### src/include/mcg_pkg.sv
/*
 * Shared constants and types of the motion command gate: register map, field
 * layout, reset values, start latency figures, axis states and command codes.
 * Assumes a single 10 MHz system clock.
 */
package mcg_pkg;

  // ==========================================================================
  // Register map (byte addresses, one aligned 32-bit word each)
  localparam logic [7:0] ADDR_CMD    = 8'h00;
  localparam logic [7:0] ADDR_STATUS = 8'h04;
  localparam logic [7:0] ADDR_MASK   = 8'h08;
  localparam logic [7:0] ADDR_STATE  = 8'h0C;

  localparam logic [1:0] RESP_OKAY   = 2'h0;
  localparam logic [1:0] RESP_SLVERR = 2'h2;

  // ==========================================================================
  // Command word fields
  localparam int         CMD_CODE_LSB = 0;
  localparam int         CMD_CODE_W   = 5;
  localparam int         CMD_AXIS_LSB = 8;
  localparam logic [1:0] AXIS_ALL     = 2'h0;
  localparam logic [1:0] AXIS_X       = 2'h1;
  localparam logic [1:0] AXIS_Y       = 2'h2;
  localparam logic [1:0] AXIS_BOTH    = 2'h3;

  // ==========================================================================
  // Event bits of the status and mask registers
  localparam int         EV_ACK = 0;
  localparam int         EV_IGN = 1;
  localparam int         EV_ERR = 2;
  localparam int         EV_SPD = 3;
  localparam int         EV_W   = 4;
  localparam logic [3:0] MASK_RST = 4'h0;

  localparam int NUM_AXES = 2;

  // ==========================================================================
  // Start-to-speed-output latency
  localparam int CLK_HZ        = 10_000_000;
  localparam int CLK_PERIOD_NS = 1_000_000_000 / CLK_HZ;
  localparam int START_NORM_NS = 6_000_000;
  localparam int START_LONG_NS = 10_000_000;
  localparam int START_NORM_CYC = START_NORM_NS / CLK_PERIOD_NS;
  localparam int START_LONG_CYC = START_LONG_NS / CLK_PERIOD_NS;

  // ==========================================================================
  // Types
  typedef enum logic [3:0] {
    AX_INIT, AX_STOP, AX_POS, AX_ORIGIN, AX_DECEL,
    AX_JOG, AX_INCH, AX_PAUSE, AX_EMERG
  } mcg_axis_st_t;

  typedef enum logic [4:0] {
    end_list_cmd, no_operation_cmd, ext_output_cmd, speed_override_cmd,
    emergency_halt_cmd, error_reset_cmd, pause_cmd, decelerate_halt_cmd,
    resume_cmd, start_positioning_cmd, jog_cmd, inch_cmd, origin_search_cmd,
    clear_all_data_cmd, clear_data_cmd, clear_block_cmd, eeprom_store_cmd,
    eeprom_to_ram_load_cmd, data_read_cmd, transfer_word_cmd, teach_cmd,
    teach_with_fields_cmd, preset_current_position_cmd, home_offset_enable_cmd
  } mcg_cmd_t;

  typedef enum logic [1:0] {RES_ACK, RES_IGN, RES_ERR} mcg_res_t;

endpackage

### src/core/mcg_start_timer.sv
/*
 * Start latency timer of one axis: after a start pulse it raises done for one
 * cycle once the normal or the long latency has elapsed.
 * Assumes start is a single-cycle pulse in the system clock domain; cancel may be held as a level.
 */
`timescale 1ns/1ps
module mcg_start_timer
  import mcg_pkg::*;
#(
  parameter int NORM_CYC = START_NORM_CYC,
  parameter int LONG_CYC = START_LONG_CYC
) (
  input  wire logic clk,
  input  wire logic rst_n,
  input  wire logic start,
  input  wire logic long_sel,
  input  wire logic cancel,
  output logic      done
);
  localparam int CNT_W = $clog2(LONG_CYC + 1);

  generate
    if (NORM_CYC < 1 || LONG_CYC < NORM_CYC) begin : g_bad
      $error("start latency counts out of range");
    end
  endgenerate

  typedef struct packed {
    logic             run;
    logic             sel;
    logic [CNT_W-1:0] cnt;
    logic             done;
  } mcg_tmr_st_t;

  mcg_tmr_st_t r_reg, r_next;

  always_comb begin
    r_next      = r_reg;
    r_next.done = 1'b0;
    if (start) begin
      r_next.run = 1'b1;
      r_next.sel = long_sel;
      r_next.cnt = long_sel ? CNT_W'(LONG_CYC - 1) : CNT_W'(NORM_CYC - 1);
    end else if (cancel) begin
      r_next.run = 1'b0;
    end else if (r_reg.run) begin
      if (r_reg.cnt == '0) begin
        r_next.run  = 1'b0;
        r_next.done = 1'b1;
      end else begin
        r_next.cnt = r_reg.cnt - 1'b1;
      end
    end
  end

  always_ff @(posedge clk or negedge rst_n) begin
    if (!rst_n) begin
      r_reg <= '0;
    end else begin
      r_reg <= r_next;
    end
  end

  assign done = r_reg.done;

  // ==========================================================================
  // Checks: edges from start to done
  logic [CNT_W-1:0] elapsed_reg;
  always_ff @(posedge clk or negedge rst_n) begin
    if (!rst_n) begin
      elapsed_reg <= '0;
    end else if (start) begin
      elapsed_reg <= '0;
    end else if (r_reg.run) begin
      elapsed_reg <= elapsed_reg + 1'b1;
    end
  end
endmodule

### src/core/mcg_gate.sv
/*
 * Command acceptance gate of a two-axis position controller with an AXI4-Lite
 * register slave, per-axis motion state and start latency timers.
 * Assumes synchronous inputs and a motion engine that pulses MOTION_DONE.
 */
// Behaviour
// - Ready-only commands ignored while not ready
// - Pause, stop accepted only while operating
// - Resume accepted only while paused
// - Stopped-only commands error in other states, except emergency
// - Speed output about 6 ms after start
// - Latency 10 ms when busy or other moving
// - Stop while paused clears pause, decelerates
// - Parked override applies at next start positioning, not at jog, inch or origin
// - Emergency state ignores motion, accepts data commands
// - Init accepts jog/inch/origin, errors start
// - Pause ignored inching; read always accepted
`timescale 1ns/1ps
module mcg_gate
  import mcg_pkg::*;
#(
  parameter int START_NORM = START_NORM_CYC,
  parameter int START_LONG = START_LONG_CYC
) (
  input  wire logic                SYS_CLK,
  input  wire logic                RSTN,
  input  wire logic [7:0]          S_AXI_AWADDR,
  input  wire logic                S_AXI_AWVALID,
  output logic                     S_AXI_AWREADY,
  input  wire logic [31:0]         S_AXI_WDATA,
  input  wire logic [3:0]          S_AXI_WSTRB,
  input  wire logic                S_AXI_WVALID,
  output logic                     S_AXI_WREADY,
  output logic [1:0]               S_AXI_BRESP,
  output logic                     S_AXI_BVALID,
  input  wire logic                S_AXI_BREADY,
  input  wire logic [7:0]          S_AXI_ARADDR,
  input  wire logic                S_AXI_ARVALID,
  output logic                     S_AXI_ARREADY,
  output logic [31:0]              S_AXI_RDATA,
  output logic [1:0]               S_AXI_RRESP,
  output logic                     S_AXI_RVALID,
  input  wire logic                S_AXI_RREADY,
  input  wire logic [NUM_AXES-1:0] MOTION_DONE,
  input  wire logic                INIT_DONE,
  input  wire logic                BUSY_LONG,
  output logic [NUM_AXES-1:0]      SPEED_EN,
  output logic [NUM_AXES-1:0]      SPEED_OVERRIDE_APPLY,
  output logic                     CMD_READY,
  output logic                     IRQ
);

  typedef struct packed {
    mcg_axis_st_t [NUM_AXES-1:0] ax;
    mcg_axis_st_t [NUM_AXES-1:0] resume_st;
    logic [NUM_AXES-1:0]         override_pend;
    logic [NUM_AXES-1:0]         override_apply;
    logic [NUM_AXES-1:0]         spd_en;
    logic [EV_W-1:0]             status;
    logic [EV_W-1:0]             mask;
    mcg_res_t                    last_res;
    logic                        ready;
    logic                        aw_got;
    logic [7:0]                  awaddr;
    logic                        w_got;
    logic [31:0]                 wdata;
    logic [3:0]                  wstrb;
    logic                        bvalid;
    logic [1:0]                  bresp;
    logic                        rvalid;
    logic [31:0]                 rdata;
    logic [1:0]                  rresp;
  } mcg_gate_st_t;

  mcg_gate_st_t r_reg, r_next;

  logic                wr_fire;
  logic                cmd_fire;
  logic                acc;
  mcg_cmd_t            cmd_code;
  logic [1:0]          axis_f;
  logic [1:0]          tgt;
  mcg_axis_st_t        sel_st;
  mcg_res_t            res;
  logic [NUM_AXES-1:0] start_ev;
  logic [NUM_AXES-1:0] long_sel;
  logic [NUM_AXES-1:0] tm_cancel;
  logic [NUM_AXES-1:0] tm_done;

  // ==========================================================================
  // Helpers
  function automatic logic moving(input mcg_axis_st_t s);
    return !(s == AX_STOP || s == AX_EMERG || s == AX_INIT);
  endfunction

  // Interpolation sees the most restrictive view of both axes
  function automatic mcg_axis_st_t comb_st(input mcg_axis_st_t a, input mcg_axis_st_t b);
    if (a == AX_EMERG || b == AX_EMERG) begin
      return AX_EMERG;
    end else if (a == AX_INIT || b == AX_INIT) begin
      return AX_INIT;
    end else if (a == AX_PAUSE || b == AX_PAUSE) begin
      return AX_PAUSE;
    end else if (a != AX_STOP) begin
      return a;
    end
    return b;
  endfunction

  function automatic mcg_res_t classify(input mcg_cmd_t c, input mcg_axis_st_t s,
                                        input logic rdy);
    mcg_res_t v;
    v = RES_ERR;
    case (c)
      end_list_cmd, no_operation_cmd, ext_output_cmd, speed_override_cmd,
      error_reset_cmd: begin
        v = rdy ? RES_ACK : RES_IGN;
      end
      emergency_halt_cmd: begin
        v = (rdy && s != AX_EMERG) ? RES_ACK : RES_IGN;
      end
      pause_cmd: begin
        v = (!moving(s) || s == AX_INCH) ? RES_IGN : RES_ACK;
      end
      decelerate_halt_cmd: begin
        v = moving(s) ? RES_ACK : RES_IGN;
      end
      resume_cmd: begin
        v = (s == AX_PAUSE) ? RES_ACK : RES_IGN;
      end
      data_read_cmd: begin
        v = RES_ACK;
      end
      start_positioning_cmd: begin
        v = (s == AX_STOP) ? RES_ACK : (s == AX_EMERG) ? RES_IGN : RES_ERR;
      end
      jog_cmd, inch_cmd, origin_search_cmd, preset_current_position_cmd: begin
        v = (s == AX_STOP || s == AX_INIT) ? RES_ACK
          : (s == AX_EMERG) ? RES_IGN : RES_ERR;
      end
      clear_all_data_cmd, clear_data_cmd, clear_block_cmd, eeprom_store_cmd,
      eeprom_to_ram_load_cmd, transfer_word_cmd, teach_cmd, teach_with_fields_cmd,
      home_offset_enable_cmd: begin
        v = moving(s) ? RES_ERR : RES_ACK;
      end
      default: begin
        v = RES_ERR;
      end
    endcase
    return v;
  endfunction

  // ==========================================================================
  // Command decode
  assign wr_fire  = r_reg.aw_got && r_reg.w_got && !r_reg.bvalid;
  assign cmd_fire = wr_fire && r_reg.awaddr == ADDR_CMD && r_reg.wstrb[0];
  assign cmd_code = mcg_cmd_t'(r_reg.wdata[CMD_CODE_LSB +: CMD_CODE_W]);
  assign axis_f   = r_reg.wdata[CMD_AXIS_LSB +: 2];
  assign tgt      = (axis_f == AXIS_ALL) ? AXIS_BOTH : axis_f;
  assign sel_st   = (tgt == AXIS_BOTH) ? comb_st(r_reg.ax[0], r_reg.ax[1])
                                       : r_reg.ax[tgt[1]];
  assign res      = classify(cmd_code, sel_st, r_reg.ready);
  assign acc      = cmd_fire && res == RES_ACK;

  // ==========================================================================
  // Next state
  always_comb begin
    logic [EV_W-1:0] ev_set;
    logic [EV_W-1:0] ev_wipe;
    r_next                = r_reg;
    r_next.override_apply = '0;
    start_ev              = '0;
    long_sel              = '0;
    tm_cancel             = '0;
    ev_set                = '0;
    ev_wipe               = '0;
    r_next.ready          = !BUSY_LONG;

    for (int i = 0; i < NUM_AXES; i++) begin
      if (MOTION_DONE[i] && moving(r_reg.ax[i]) && r_reg.ax[i] != AX_PAUSE) begin
        r_next.ax[i] = AX_STOP;
      end
      if (r_reg.ax[i] == AX_INIT && INIT_DONE) begin
        r_next.ax[i] = AX_STOP;
      end
      if (acc && tgt[i]) begin
        case (cmd_code)
          start_positioning_cmd: begin
            r_next.ax[i] = AX_POS;
            if (r_reg.override_pend[i]) begin
              r_next.override_apply[i] = 1'b1;
              r_next.override_pend[i]  = 1'b0;
            end
          end
          jog_cmd: begin
            r_next.ax[i] = AX_JOG;
          end
          inch_cmd: begin
            r_next.ax[i] = AX_INCH;
          end
          origin_search_cmd: begin
            r_next.ax[i] = AX_ORIGIN;
          end
          decelerate_halt_cmd: begin
            if (moving(r_reg.ax[i])) begin
              r_next.ax[i] = AX_DECEL;
            end
          end
          pause_cmd: begin
            if (moving(r_reg.ax[i]) && r_reg.ax[i] != AX_INCH && r_reg.ax[i] != AX_PAUSE) begin
              r_next.resume_st[i] = r_reg.ax[i];
              r_next.ax[i]        = AX_PAUSE;
            end
          end
          resume_cmd: begin
            if (r_reg.ax[i] == AX_PAUSE) begin
              r_next.ax[i] = r_reg.resume_st[i];
            end
          end
          emergency_halt_cmd: begin
            r_next.ax[i] = AX_EMERG;
          end
          speed_override_cmd: begin
            if (r_reg.ax[i] == AX_POS || r_reg.ax[i] == AX_ORIGIN || r_reg.ax[i] == AX_JOG) begin
              r_next.override_apply[i] = 1'b1;
            end else begin
              r_next.override_pend[i] = 1'b1;
            end
          end
          error_reset_cmd: begin
            if (r_reg.ax[i] == AX_EMERG) begin
              r_next.ax[i] = AX_STOP;
            end
          end
          default: begin
          end
        endcase
        start_ev[i] = cmd_code == start_positioning_cmd || cmd_code == jog_cmd
                   || cmd_code == inch_cmd || cmd_code == origin_search_cmd;
      end
      // other axis moving or lengthy work
      long_sel[i]  = BUSY_LONG || moving(r_reg.ax[NUM_AXES-1-i]);
      tm_cancel[i] = !moving(r_next.ax[i]);
      if (tm_done[i] && moving(r_next.ax[i])) begin
        r_next.spd_en[i] = 1'b1;
        ev_set[EV_SPD]   = 1'b1;
      end
      if (!moving(r_next.ax[i])) begin
        r_next.spd_en[i] = 1'b0;
      end
    end

    // Register writes, taken once both halves have arrived
    if (wr_fire) begin
      r_next.aw_got = 1'b0;
      r_next.w_got  = 1'b0;
      r_next.bvalid = 1'b1;
      r_next.bresp  = RESP_OKAY;
      if (r_reg.awaddr == ADDR_CMD) begin
        if (cmd_fire) begin
          r_next.last_res                    = res;
          ev_set[EV_ACK + int'(res)]         = 1'b1;
        end
      end else if (r_reg.awaddr == ADDR_STATUS) begin
        if (r_reg.wstrb[0]) begin
          ev_wipe = r_reg.wdata[EV_W-1:0];
        end
      end else if (r_reg.awaddr == ADDR_MASK) begin
        if (r_reg.wstrb[0]) begin
          r_next.mask = r_reg.wdata[EV_W-1:0];
        end
      end else if (r_reg.awaddr != ADDR_STATE) begin
        r_next.bresp = RESP_SLVERR;
      end
    end
    // A new event wins over a simultaneous write-one-to-clear
    r_next.status = (r_reg.status & ~ev_wipe) | ev_set;

    if (S_AXI_AWVALID && S_AXI_AWREADY) begin
      r_next.aw_got = 1'b1;
      r_next.awaddr = S_AXI_AWADDR;
    end
    if (S_AXI_WVALID && S_AXI_WREADY) begin
      r_next.w_got = 1'b1;
      r_next.wdata = S_AXI_WDATA;
      r_next.wstrb = S_AXI_WSTRB;
    end
    if (r_reg.bvalid && S_AXI_BREADY) begin
      r_next.bvalid = 1'b0;
    end

    if (r_reg.rvalid && S_AXI_RREADY) begin
      r_next.rvalid = 1'b0;
    end
    if (S_AXI_ARVALID && S_AXI_ARREADY) begin
      r_next.rvalid = 1'b1;
      r_next.rresp  = RESP_OKAY;
      r_next.rdata  = '0;
      if (S_AXI_ARADDR == ADDR_STATUS) begin
        r_next.rdata[EV_W-1:0] = r_reg.status;
      end else if (S_AXI_ARADDR == ADDR_MASK) begin
        r_next.rdata[EV_W-1:0] = r_reg.mask;
      end else if (S_AXI_ARADDR == ADDR_STATE) begin
        r_next.rdata = {14'h0000, r_reg.last_res, 2'h0, r_reg.spd_en, 1'h0,
                        r_reg.override_pend, r_reg.ready, r_reg.ax[1], r_reg.ax[0]};
      end else if (S_AXI_ARADDR != ADDR_CMD) begin
        r_next.rresp = RESP_SLVERR;
      end
    end
  end

  always_ff @(posedge SYS_CLK or negedge RSTN) begin
    if (!RSTN) begin
      r_reg      <= '0;
      r_reg.ax   <= {AX_INIT, AX_INIT};
      r_reg.mask <= MASK_RST;
    end else begin
      r_reg <= r_next;
    end
  end

  // ==========================================================================
  // Start latency timers
  generate
    for (genvar g = 0; g < NUM_AXES; g++) begin : g_axis
      mcg_start_timer #(
        .NORM_CYC (START_NORM),
        .LONG_CYC (START_LONG)
      ) u_timer (
        .clk      (SYS_CLK),
        .rst_n    (RSTN),
        .start    (start_ev[g]),
        .long_sel (long_sel[g]),
        .cancel   (tm_cancel[g]),
        .done     (tm_done[g])
      );
    end
  endgenerate

  assign S_AXI_AWREADY        = !r_reg.aw_got && !r_reg.bvalid;
  assign S_AXI_WREADY         = !r_reg.w_got && !r_reg.bvalid;
  assign S_AXI_BVALID         = r_reg.bvalid;
  assign S_AXI_BRESP          = r_reg.bresp;
  assign S_AXI_ARREADY        = !r_reg.rvalid;
  assign S_AXI_RVALID         = r_reg.rvalid;
  assign S_AXI_RDATA          = r_reg.rdata;
  assign S_AXI_RRESP          = r_reg.rresp;
  assign SPEED_EN             = r_reg.spd_en;
  assign SPEED_OVERRIDE_APPLY = r_reg.override_apply;
  assign CMD_READY            = r_reg.ready;
  assign IRQ                  = |(r_reg.status & r_reg.mask);
endmodule

### config.mk
export PLATFORM = sky130hd
export DESIGN_NAME = mcg_gate
export DESIGN_NICKNAME = d
export VERILOG_FILES = /design/src/include/mcg_pkg.sv /design/src/core/mcg_start_timer.sv /design/src/core/mcg_gate.sv
export SDC_FILE = /design/constraint.sdc
export NUM_CORES = 1
export LEC_CHECK = 0
export ABC_AREA = 1
export BUFFER_PORTS_ARGS = -buffer_cell sky130_fd_sc_hd__buf_2
export CORE_ASPECT_RATIO = 2
export CORE_MARGIN = 4
export CORE_UTILIZATION = 45
export CTS_CLUSTER_SIZE = 12
export DETAILED_ROUTE_END_ITERATION = 12
export GPL_TIMING_DRIVEN = 0
export MAX_ROUTING_LAYER = met4
export PLACE_DENSITY = 0.66
export SETUP_SLACK_MARGIN = 0.5
export SLEW_MARGIN = 25
export SYNTH_ARGS = -nofsm -noshare
export SYNTH_HDL_FRONTEND = slang
export SYNTH_SLANG_ARGS = --single-unit
### constraint.sdc
create_clock -name SYS_CLK -period 3.9 [get_ports SYS_CLK]
set_input_delay 0.975 -clock SYS_CLK [delete_from_list [all_inputs] [get_ports SYS_CLK]]
set_output_delay 0.975 -clock SYS_CLK [all_outputs]
set_load 0.05 [all_outputs]
==> results of run 1 <==
-- where the power goes --
| part | total [uW] | switching (uW) | internal (uW) |
|---|---|---|---|
| registers | 1400 | 137 | 1270 |
| logic | 1570 | 1100 | 471 |
| clock network | 954 | 444 | 510 |
| total | 3930 | 1680 | 2250 |
-- layout by cell type, fill, tap and decap left out, drive strengths merged, types with 2 or more instances in the layout --
cell	n
a211oi	2
buf	110
clkinv	5
o211ai	6
inv	99
nand3b	5
a31oi	2
dfrtp	108
nor3	17
nand4	24
clkbuf	14
o22ai	6
nor4	7
conb	19
xnor2	11
xor2	11
and3	3
a21oi	25
nand3	65
o21ai	55
nand2	273
nor2	121
mux2	8
ha	4
-- per-layer routing --
metal	wire (um)	up-vias	global-route usage
li1	-	3082	-
met3	645	59	0.0267
met4	907	0	0.121
met1	6460	2879	0.220
met5	0	-	-
met2	10400	166	0.430
-- Yosys cell counts, drive strengths merged, types with 8 or more instances --
cell type,number,share of area
nand2,273,0.16
nor2,120,0.076
dfrtp,108,0.40
inv,97,0.054
nand3,65,0.056
o21ai,55,0.042
buf,47,0.053
a21oi,25,0.020
nand4,24,0.026
nor3,17,0.013
xnor2,11,0.014
xor2,11,0.014
mux2,8,0.013
-- timing repair --
action,in CTS,in global routing
setup buffers,0,2
gates resized for setup,4,21
setup endpoints to repair,15,40
pin swaps,0,2
gates cloned,0,1
-- critical path: cells and delay by family (launching register included) --
family | cells | cell delay [ns]
flip-flops | 1 | 0.39
buffers and inverters | 3 | 0.41
AO/OA/AOI/OAI | 3 | 0.43
adder cells (fa/ha/maj) | 1 | 0.33
AND/OR/NAND/NOR | 12 | 1.63
-- cells by family after synthesis --
kind of cell,Yosys count,synth area share
adders and majority gates,4,0.00747
muxes,8,0.0134
and+or+nand+nor,517,0.349
AOI/OAI and AO/OA,103,0.0870
other,1,0.000560
buffers and inverters,149,0.110
xor gates and xnor gates,22,0.0288
DFF,108,0.403
-- stage by stage --
step	area (um2)	utilization	power, uW	setup WS [ns]	hold WS [ns]
detailed placement	7350	0.507	2900	0.184	0.464
finish	7780	0.536	3930	0.655	0.485
global route	7780	0.536	4160	0.452	0.506
CTS	7670	0.529	3870	0.503	0.491
floorplan	6770	-	2490	1.12	0.437
global placement	7320	0.504	2890	0.190	0.444
-- layout make-up --
class / instances / area, um2 / share of cell area
tap: 192 / 240 / 0.0309
clock buffer: 9 / 225 / 0.0289
timing repair buffer: 65 / 359 / 0.0461
multi-input combinational: 674 / 3420 / 0.439
inverter: 99 / 379 / 0.0487
clock inverter: 6 / 83.8 / 0.0108
sequential: 108 / 2700 / 0.347
buffer: 50 / 375 / 0.0482
-- worst min path at each step --
stage / to / slack (ns) / cells after the start
finish: S_AXI_RDATA[9] / 0.49 / 2
global placement: SPEED_EN[1] / 0.44 / 2
floorplan: SPEED_EN[0] / 0.44 / 2
detailed placement: SPEED_EN[1] / 0.46 / 2
global route: S_AXI_RDATA[1] / 0.51 / 2
CTS: S_AXI_RDATA[10] / 0.49 / 2
==> out/summary.txt, run 1 <==
Dpl cells: 1,185
Crit-path max cell delay: 0.39 ns
RSZ-0062 raised after global routing: false
Distinct cell type count after synthesis: 50
Lkg Pwr: 0.00395 uW
Reg2Reg Depth: 19
Port-buffer cells: 62
Final min period: 3.24 ns
Mapped Cells: 912
Routed vias/inst: 5.14
Max Slew Vio Count: 0
Largest net degree at the start of global routing: 70
Final setup vio count: 0
Worst Setup EP: g_axis[0].u_timer.r_reg[7]
Sequential area share after synthesis: 0.403
P&R area growth vs syn: 16.2%
Final antenna-violating net count: 0
Vias: 6,186
# rows: 62
PwrDens: 505 nW/um2
Register-to-register setup slack: 0.66 ns
Slew HR: 0.503
Crit Path Max Fanout: 6
Global route total overflow: 0
CTS tree: yes
Fillers: 1,489
Max frequency: 308 MHz
Nature of the critical path startpoint: flop
Critical Path AT: 3.54 ns
Clock Path Buffers: 2
Core area: 14,500 um2
Initial antenna violation count: 0
Yosys warnings: 0
Drc violations: 0
Sinks on Clock Net: 108
Wire length per cell: 15.3 um
Crit-path most repeated cell: nand2_1
Non-Filler Instances: 1,203
Slew @ Worst Pin: 0.740 ns
R2R Path Start: axis_f[0]
Max-Cap Viols: 0
DRT Wirelength: 18,400 um
Nets: 1,074
Status: finished clean
Crit share post-route: 0.832
Slowest cell on crit path: dfrtp_1
I/O pin total: 110
H-Tree Depth: 3
Die height: 181 um
Hold crit path type: flop to flop
Initial cell density of the core: 0.462
Peak VDD IR: 0.000219 V
Hold Fails Final Rpt: 0
Chip width: 94.3 um
Data required, critical path: 4.19 ns
Worst clock skew: 0.0115 ns
Share of cells above drive strength 1: 0.196
Vias in the first global route: 6,291
Starting DRT DRC Count: 329
WS Path Type: flop to flop
Number of flip-flops under the largest register name: 39
Cts hold-fix bufs: 0
GP Congestion: 1.00
Synth Cell Area: 6700 um2
Critical Path Start: axis_f[0]
Synth Flop Type: dfrtp_1
Total GRT Usage: 0.229
#FFs+latches synth: 108
Hpwl dp: 14,600 um
Die Area: 17,000 um2
EDFF count, synth: 0
TritonCTS Buffers: 9
Post-synthesis area per instance: 7.35 um2
Hold Crit Start: S_AXI_RDATA[9]
Critical path, cell by cell: inv_1 > ha_2 > inv_2 > o21ai_0 > a21oi_2 > a21o_1 > nand3_1 > nor2_1 > nor2_1 > nor2_2 > nand3_4 > buf_4 > nor2_4 > nand2_1 > nor2_1 > nand3_1 > nand2_1 > nand2_1 > nand2_1
Root Buffer: clkbuf_16
Drt pass-1 iters: 5
Crit Reg-Reg Endpoint: g_axis[0].u_timer.r_reg[7]
Endpoint class of the critical path: flop
Post-synth ARST share: 1.00
Setup TNS Final: 0 ns
First-pass GRT wire length: 29,900 um
# diodes: 0
Clock slew at reported path FFs: 0.08 ns
Clock latency on the worst-skew pair: 0.36 ns
Power figures use the tool's default switching activity.
==> inputs of run 2 (changes only) <==
--- a/config.mk
+++ b/config.mk
@@ -14,7 +14,7 @@
 export DETAILED_ROUTE_END_ITERATION = 12
 export GPL_TIMING_DRIVEN = 0
 export MAX_ROUTING_LAYER = met4
-export PLACE_DENSITY = 0.66
+export PLACE_DENSITY = 0.69
 export SETUP_SLACK_MARGIN = 0.5
 export SLEW_MARGIN = 25
 export SYNTH_ARGS = -nofsm -noshare
==> constraint.sdc (replaced) <==
create_clock -name SYS_CLK -period 2.6 [get_ports SYS_CLK]
set_input_delay 0.65 -clock SYS_CLK [delete_from_list [all_inputs] [get_ports SYS_CLK]]
set_output_delay 0.65 -clock SYS_CLK [all_outputs]
set_load 0.05 [all_outputs]
==> run 2 against run 1 <==
  * Non-clock buffer count up 39
  * Routed wire length up 7.6%
  * Cell count up 3.5%
  * Critical path depth up 2
  * Sequential share of layout area down 3.0 points
  * The flow now finishes with violations (setup timing)
  * Total power up 68%
  * First-iteration DRC count down 21%
  * Via count up 5.9%
  * Register-to-register slack worse by 1.2 ns
==> out/summary.txt, run 2 (same netlist as run 1, synthesis figures left out) <==
Status: finished with violations
Failing checks: setup timing
Final setup vio count: 53
Critical Path AT: 3.38 ns
Fin worst setup slack: -0.532 ns
WS Path Type: flop to flop
Data required, critical path: 2.85 ns
Clock Path Buffers: 2
Max frequency: 319 MHz
Hold Fails Final Rpt: 0
Vias: 6,552
Routed vias/inst: 5.26
Max Slew Vio Count: 0
Lkg Pwr: 0.00422 uW
# rows: 62
Sinks on Clock Net: 108
Nets: 1,115
Most frequent cells in the layout: nand2_1 (235), dfrtp_1 (103), nor2_1 (100), inv_1 (82), buf_4 (71)
Worst hold slack: 0.196 ns
Crit share post-route: 1.20
Drt pass-1 iters: 5
Hold crit path type: input port to async pin
Die Area: 17,000 um2
Clock slew at reported path FFs: 0.08 ns
Largest net degree at the start of global routing: 67
Port-buffer cells: 62
I/O pin total: 110
Root Buffer: clkbuf_16
Slew HR: 0.499
GP Congestion: 0.931
Finished layout cell area: 8530 um2
Slew @ Worst Pin: 0.746 ns
Total GRT Usage: 0.238
CTS tree: yes
Initial antenna violation count: 0
Global route total overflow: 0
Drc violations: 0
Crit Path Max Fanout: 9
# diodes: 0
Wire length per cell: 15.9 um
Initial cell density of the core: 0.462
Final min period: 3.13 ns
PwrDens: 774 nW/um2
Clock latency on the worst-skew pair: 0.36 ns
Die height: 181 um
Dpl cell area: 7450 um2
Vias in the first global route: 6,289
Starting DRT DRC Count: 260
Max-Cap Viols: 0
Number of flip-flops under the largest register name: 39
TritonCTS Buffers: 9
Peak VDD IR: 0.000353 V
RSZ-0062 raised after global routing: true
First-pass GRT wire length: 31,100 um
Commonest non-fill, non-tap cell in the layout: nand2_1
H-Tree Depth: 3
Core area: 14,500 um2
Chip width: 94.3 um
Nature of the critical path startpoint: flop
DRT Wirelength: 19,800 um
Cts hold-fix bufs: 0
Hpwl dp: 14,600 um
Final antenna-violating net count: 0
Endpoint class of the critical path: flop
Share of cells above drive strength 1: 0.282
P&R area growth vs syn: 27.4%
Worst clock skew: 0.0140 ns
==> run 2: report_power, final <==
part / internal, uW / switching, uW / total [uW]
Sequential: 1900 / 237 / 2140
Clock: 679 / 695 / 1370
Combinational: 1110 / 1980 / 3090
Total: 3690 / 2910 / 6600
==> run 2: repair_timing <==
item,in CTS,in global routing
resized for setup,48,50
pin swaps,10,29
gates cloned,2,6
endpoints found under the setup margin,66,70
setup buffers,18,18
==> run 2: cell type report <==
type	instances	area (um2)
clock buffer	10	229
multi-input combinational	676	3760
timing repair buffer	104	746
tap	192	240
buffer	50	403
clock inverter	6	62.6
sequential	108	2710
fill	1384	5970
inverter	99	387
==> run 2: metrics by stage <==
stage	setup TNS [ns]	worst slack, ns	util	cells	total power (uW)
3_3_place_gp	-67.57	-0.995	0.511	1184	4480
4_1_cts	-15.15	-0.427	0.559	1221	6160
2_1_floorplan	0	0.0425	-	930	3860
6_report	-21.70	-0.532	0.588	1245	6600
3_5_place_dp	-28.35	-0.946	0.514	1185	4500
5_1_grt	-28.78	-0.666	0.588	1245	6950
==> run 2: layer usage <==
metal  vias up  routed length [um]  GRT usage
li1       3168                   -          -
met1      3082                6850      0.241
met2       223               11000      0.435
met3        79                 814     0.0259
met4         0                1120      0.126
met5         -                   0          -
==> run 2: critical path, cell delays in order, from the launching register on <==
cell     delay, ns
dfrtp_1       0.40
buf_6         0.12
ha_4          0.17
buf_6         0.14
o21ai_1       0.13
nand2_1       0.09
inv_1         0.06
nor2_1        0.05
nor2_1        0.10
nand4_1       0.21
nand3_2       0.20
nand4_4       0.18
nor2_8        0.21
buf_4         0.14
nand4_1       0.08
nand2_2       0.13
nand2_4       0.08
nand2_8       0.14
buf_4         0.14
nand3_4       0.10
nand2_1       0.08
nand2_1       0.06
==> run 2: final timing paths <==
kind | from | to | slack (ns) | cells past startpoint
max | axis_f[0] | g_axis[1].u_timer.r_reg[7] | -0.53 | 21
min | RSTN | g_axis[0].u_timer.r_reg[10] | 0.20 | 1
max reg2reg | axis_f[0] | g_axis[1].u_timer.r_reg[7] | -0.53 | 21
min reg2reg | g_axis[0].u_timer.done | SPEED_EN[0] | 0.48 | 2
max in group asynchronous | RSTN | SPEED_OVERRIDE_APPLY[1] | 1.74 | 2
min in group SYS_CLK | S_AXI_BREADY | S_AXI_BVALID | 0.47 | 2
==> inputs of run 3 (changes only) <==
--- a/config.mk
+++ b/config.mk
@@ -14,9 +14,10 @@
 export DETAILED_ROUTE_END_ITERATION = 12
 export GPL_TIMING_DRIVEN = 0
 export MAX_ROUTING_LAYER = met4
-export PLACE_DENSITY = 0.69
+export PLACE_DENSITY = 0.68
 export SETUP_SLACK_MARGIN = 0.5
 export SLEW_MARGIN = 25
 export SYNTH_ARGS = -nofsm -noshare
 export SYNTH_HDL_FRONTEND = slang
+export SYNTH_HIERARCHICAL = 1
 export SYNTH_SLANG_ARGS = --single-unit
==> run 3 against run 2 <==
  * The flow still finishes with violations (setup timing)
  * Global-route usage is 1.4 points higher
  * Highest routed layer unchanged
  * Routed wire length rose by 3.8%
  * Flip-flop and latch count unchanged
  * Cell count increased by 4.3%
  * Critical path depth up 7
  * Worst hold slack gained 0.025 ns
==> out/summary.txt, run 3 <==
Status: finished with violations
Failing checks: setup timing
Data required, critical path: 2.85 ns
Synth top area share: 0.397
Share of cells above drive strength 1: 0.377
Setup TNS Final: -26.42 ns
Sequential area share after synthesis: 0.397
Grt met2 use: 0.462
Nature of the critical path startpoint: flop
Clock latency on the worst-skew pair: 0.36 ns
Synth area leaders: dfrtp_1 (40%), nand2_1 (12%), nand3_1 (6.4%)
Drt pass-1 iters: 5
Vias: 6,855
Hold crit path type: input port to async pin
Clock Path Buffers: 2
Worst hold slack: 0.221 ns
CTS tree: yes
PwrDens: 658 nW/um2
Worst clock skew: 0.0123 ns
Reg2Reg Depth: 28
Largest net degree at the start of global routing: 59
Met1 GRT Util: 0.242
Dpl cell area: 7620 um2
P_sw: 2530 uW
Synth Flop Type: dfrtp_1
Top cells by count, synth: nand2_1 (211), inv_1 (112), dfrtp_1 (108), nor2_1 (108), nand3_1 (87)
Met3 Use GR: 0.0245
Int Pwr: 3510 uW
Root Buffer: clkbuf_16
Crit Reg-Reg Endpoint: g_axis[1].u_timer/r_reg[4]
Max-Cap Viols: 0
Max Slew Vio Count: 0
Non-Filler Instances: 1,298
GP Congestion: 0.975
First-pass GRT wire length: 32,900 um
Mapped Cells: 923
Synth Cell Area: 6810 um2
Final setup vio count: 51
Routed vias/inst: 5.28
Commonest non-fill, non-tap cell in the layout: nand2_1
Final min period: 3.29 ns
Global route total overflow: 0
Clk pwr share: 0.227
Crit-path max cell delay: 0.48 ns
DRT Wirelength: 20,600 um
Fin worst setup slack: -0.690 ns
H-Tree Depth: 3
Switching part of the total power: 0.419
Starting DRT DRC Count: 293
Gr busiest metal: met2
Critical Path AT: 3.54 ns
Die Area: 17,300 um2
Drc violations: 0
Clock slew at reported path FFs: 0.08 ns
Crit-path most repeated cell: nand2_2
Finished layout cell area: 9180 um2
Reg power frac: 0.350
Yosys warnings: 6
Initial cell density of the core: 0.460
Register-to-register setup slack: -0.69 ns
RSZ-0062 raised after global routing: true
Most frequent cells in the layout: nand2_1 (180), buf_4 (105), dfrtp_1 (101), inv_1 (100), nor2_1 (86)
Post-synthesis area per instance: 7.38 um2
#FFs+latches synth: 108
Slew @ Worst Pin: 0.643 ns
Die height: 182 um
Initial antenna violation count: 0
P&R area growth vs syn: 34.7%
I/O pin total: 110
Most common cell in the synthesized netlist: nand2_1
Combinational share of power: 0.423
Peak VDD IR: 0.000344 V
Cts hold-fix bufs: 0
Dpl cells: 1,199
Area leader, netlist: dfrtp_1
Sinks on Clock Net: 108
# rows: 63
Hpwl dp: 15,100 um
Crit Path Max Fanout: 6
Crit share post-route: 1.27
Slowest cell on crit path: dfrtp_2
Total GRT Usage: 0.252
Core area: 14,800 um2
Chip width: 95.0 um
R2R Path Start: r_reg[116]
TritonCTS Buffers: 9
Final antenna-violating net count: 0
Number of flip-flops under the largest register name: 39
Lkg Pwr: 0.00458 uW
# diodes: 0
Tot Pwr: 6040 uW
Slew HR: 0.567
WS Path Type: flop to flop
Wire length per cell: 15.8 um
Endpoint class of the critical path: flop
Vias in the first global route: 6,787
Max frequency: 304 MHz
Port-buffer cells: 62
Post-synth ARST share: 1.00
EDFF count, synth: 0
Hold Fails Final Rpt: 0
Distinct cell type count after synthesis: 45
Nets: 1,165
run 3: changes by cell type in the layout (fill, tap and decap cells not counted), moves of 7 or more:
| cell | before | now |
|---|---|---|
| xor2_1 | 11 | 3 |
| nand2_1 | 235 | 180 |
| nor2_4 | 10 | 18 |
| xnor2_1 | 11 | 0 |
| nand3_1 | 48 | 61 |
| nand2_2 | 29 | 36 |
| nor2_1 | 100 | 86 |
| nand3_2 | 12 | 30 |
| buf_6 | 9 | 19 |
| buf_4 | 71 | 105 |
| nor3_1 | 14 | 4 |
| nor2_2 | 10 | 24 |
| inv_1 | 82 | 100 |
| o21ai_1 | 6 | 17 |
run 3: stage by stage:
stage | setup WS (ns) | util
6_report | -0.690 | 0.619
5_1_grt | -0.857 | 0.619
4_1_cts | -0.582 | 0.598
3_5_place_dp | -1.19 | 0.514
3_3_place_gp | -1.19 | 0.512
2_1_floorplan | -0.275 | -
run 3: cell families (layout without fill, tap and decap cells):
| family | count (synthesis) | in the layout | share of synthesized area |
|---|---|---|---|
| AND/OR/NAND/NOR | 504 | 504 | 0.351 |
| buffers and inverters | 176 | 338 | 0.124 |
| AO/OA/AOI/OAI | 116 | 116 | 0.0981 |
| flip-flops | 108 | 108 | 0.397 |
| multiplexers | 11 | 11 | 0.0182 |
| adder cells (fa/ha/maj) | 4 | 4 | 0.00735 |
| XOR/XNOR | 3 | 3 | 0.00386 |
| other | 1 | 19 | 0.000550 |
run 3: power by group through the flow:
stage | clock network, uW | registers, uW | logic (uW)
final | 1370 | 2110 | 2550
after global placement | 0 | 2120 | 1990
after detailed placement | 0 | 2120 | 2020
after CTS | 1400 | 2090 | 2430
after global routing | 1460 | 2140 | 2770
after floorplan | 0 | 2100 | 1520
run 3: layer usage:
metal	vias to the layer above	wire [um]
met5	-	0
li1	3312	-
met2	227	11600
met4	0	1260
met3	85	809
met1	3231	6870
run 3: worst max-delay path, delay by kind of cell, from the launching register on:
| family | cells | cell delay, ns |
|---|---|---|
| and+or+nand+nor | 18 | 1.75 |
| buffers and inverters | 6 | 0.53 |
| DFF | 1 | 0.48 |
| AOI/OAI and AO/OA | 4 | 0.38 |
run 3: area by class of cell:
class	count	area, um2
tap	195	244
clock inverter	7	67.6
fill	1342	5640
buffer	51	407
timing repair buffer	146	1090
clock buffer	9	225
inverter	125	493
sequential	108	2710
multi-input combinational	657	3940
run 3: worst max-delay path by stage:
| stage | slack [ns] | end | cells after the start | from |
|---|---|---|---|---|
| 2_1_floorplan | -0.28 | g_axis[0].u_timer/r_reg[16] | 25 | axis_f[1] |
| 3_3_place_gp | -1.19 | g_axis[1].u_timer/r_reg[16] | 26 | r_reg[111] |
| 3_5_place_dp | -1.19 | g_axis[1].u_timer/r_reg[16] | 26 | r_reg[111] |
| 4_1_cts | -0.58 | g_axis[0].u_timer/r_reg[7] | 26 | r_reg[116] |
| 5_1_grt | -0.86 | g_axis[1].u_timer/r_reg[11] | 27 | r_reg[116] |
| 6_report | -0.69 | g_axis[1].u_timer/r_reg[4] | 28 | r_reg[116] |
run 3: what timing repair did:
| item | in CTS | in global routing |
|---|---|---|
| pin swaps | 57 | 18 |
| gates resized for setup | 108 | 54 |
| cloned | 2 | 0 |
| setup endpoints to repair | 66 | 80 |
| hold endpoints to repair | 0 | 0 |
| setup buffers | 63 | 18 |
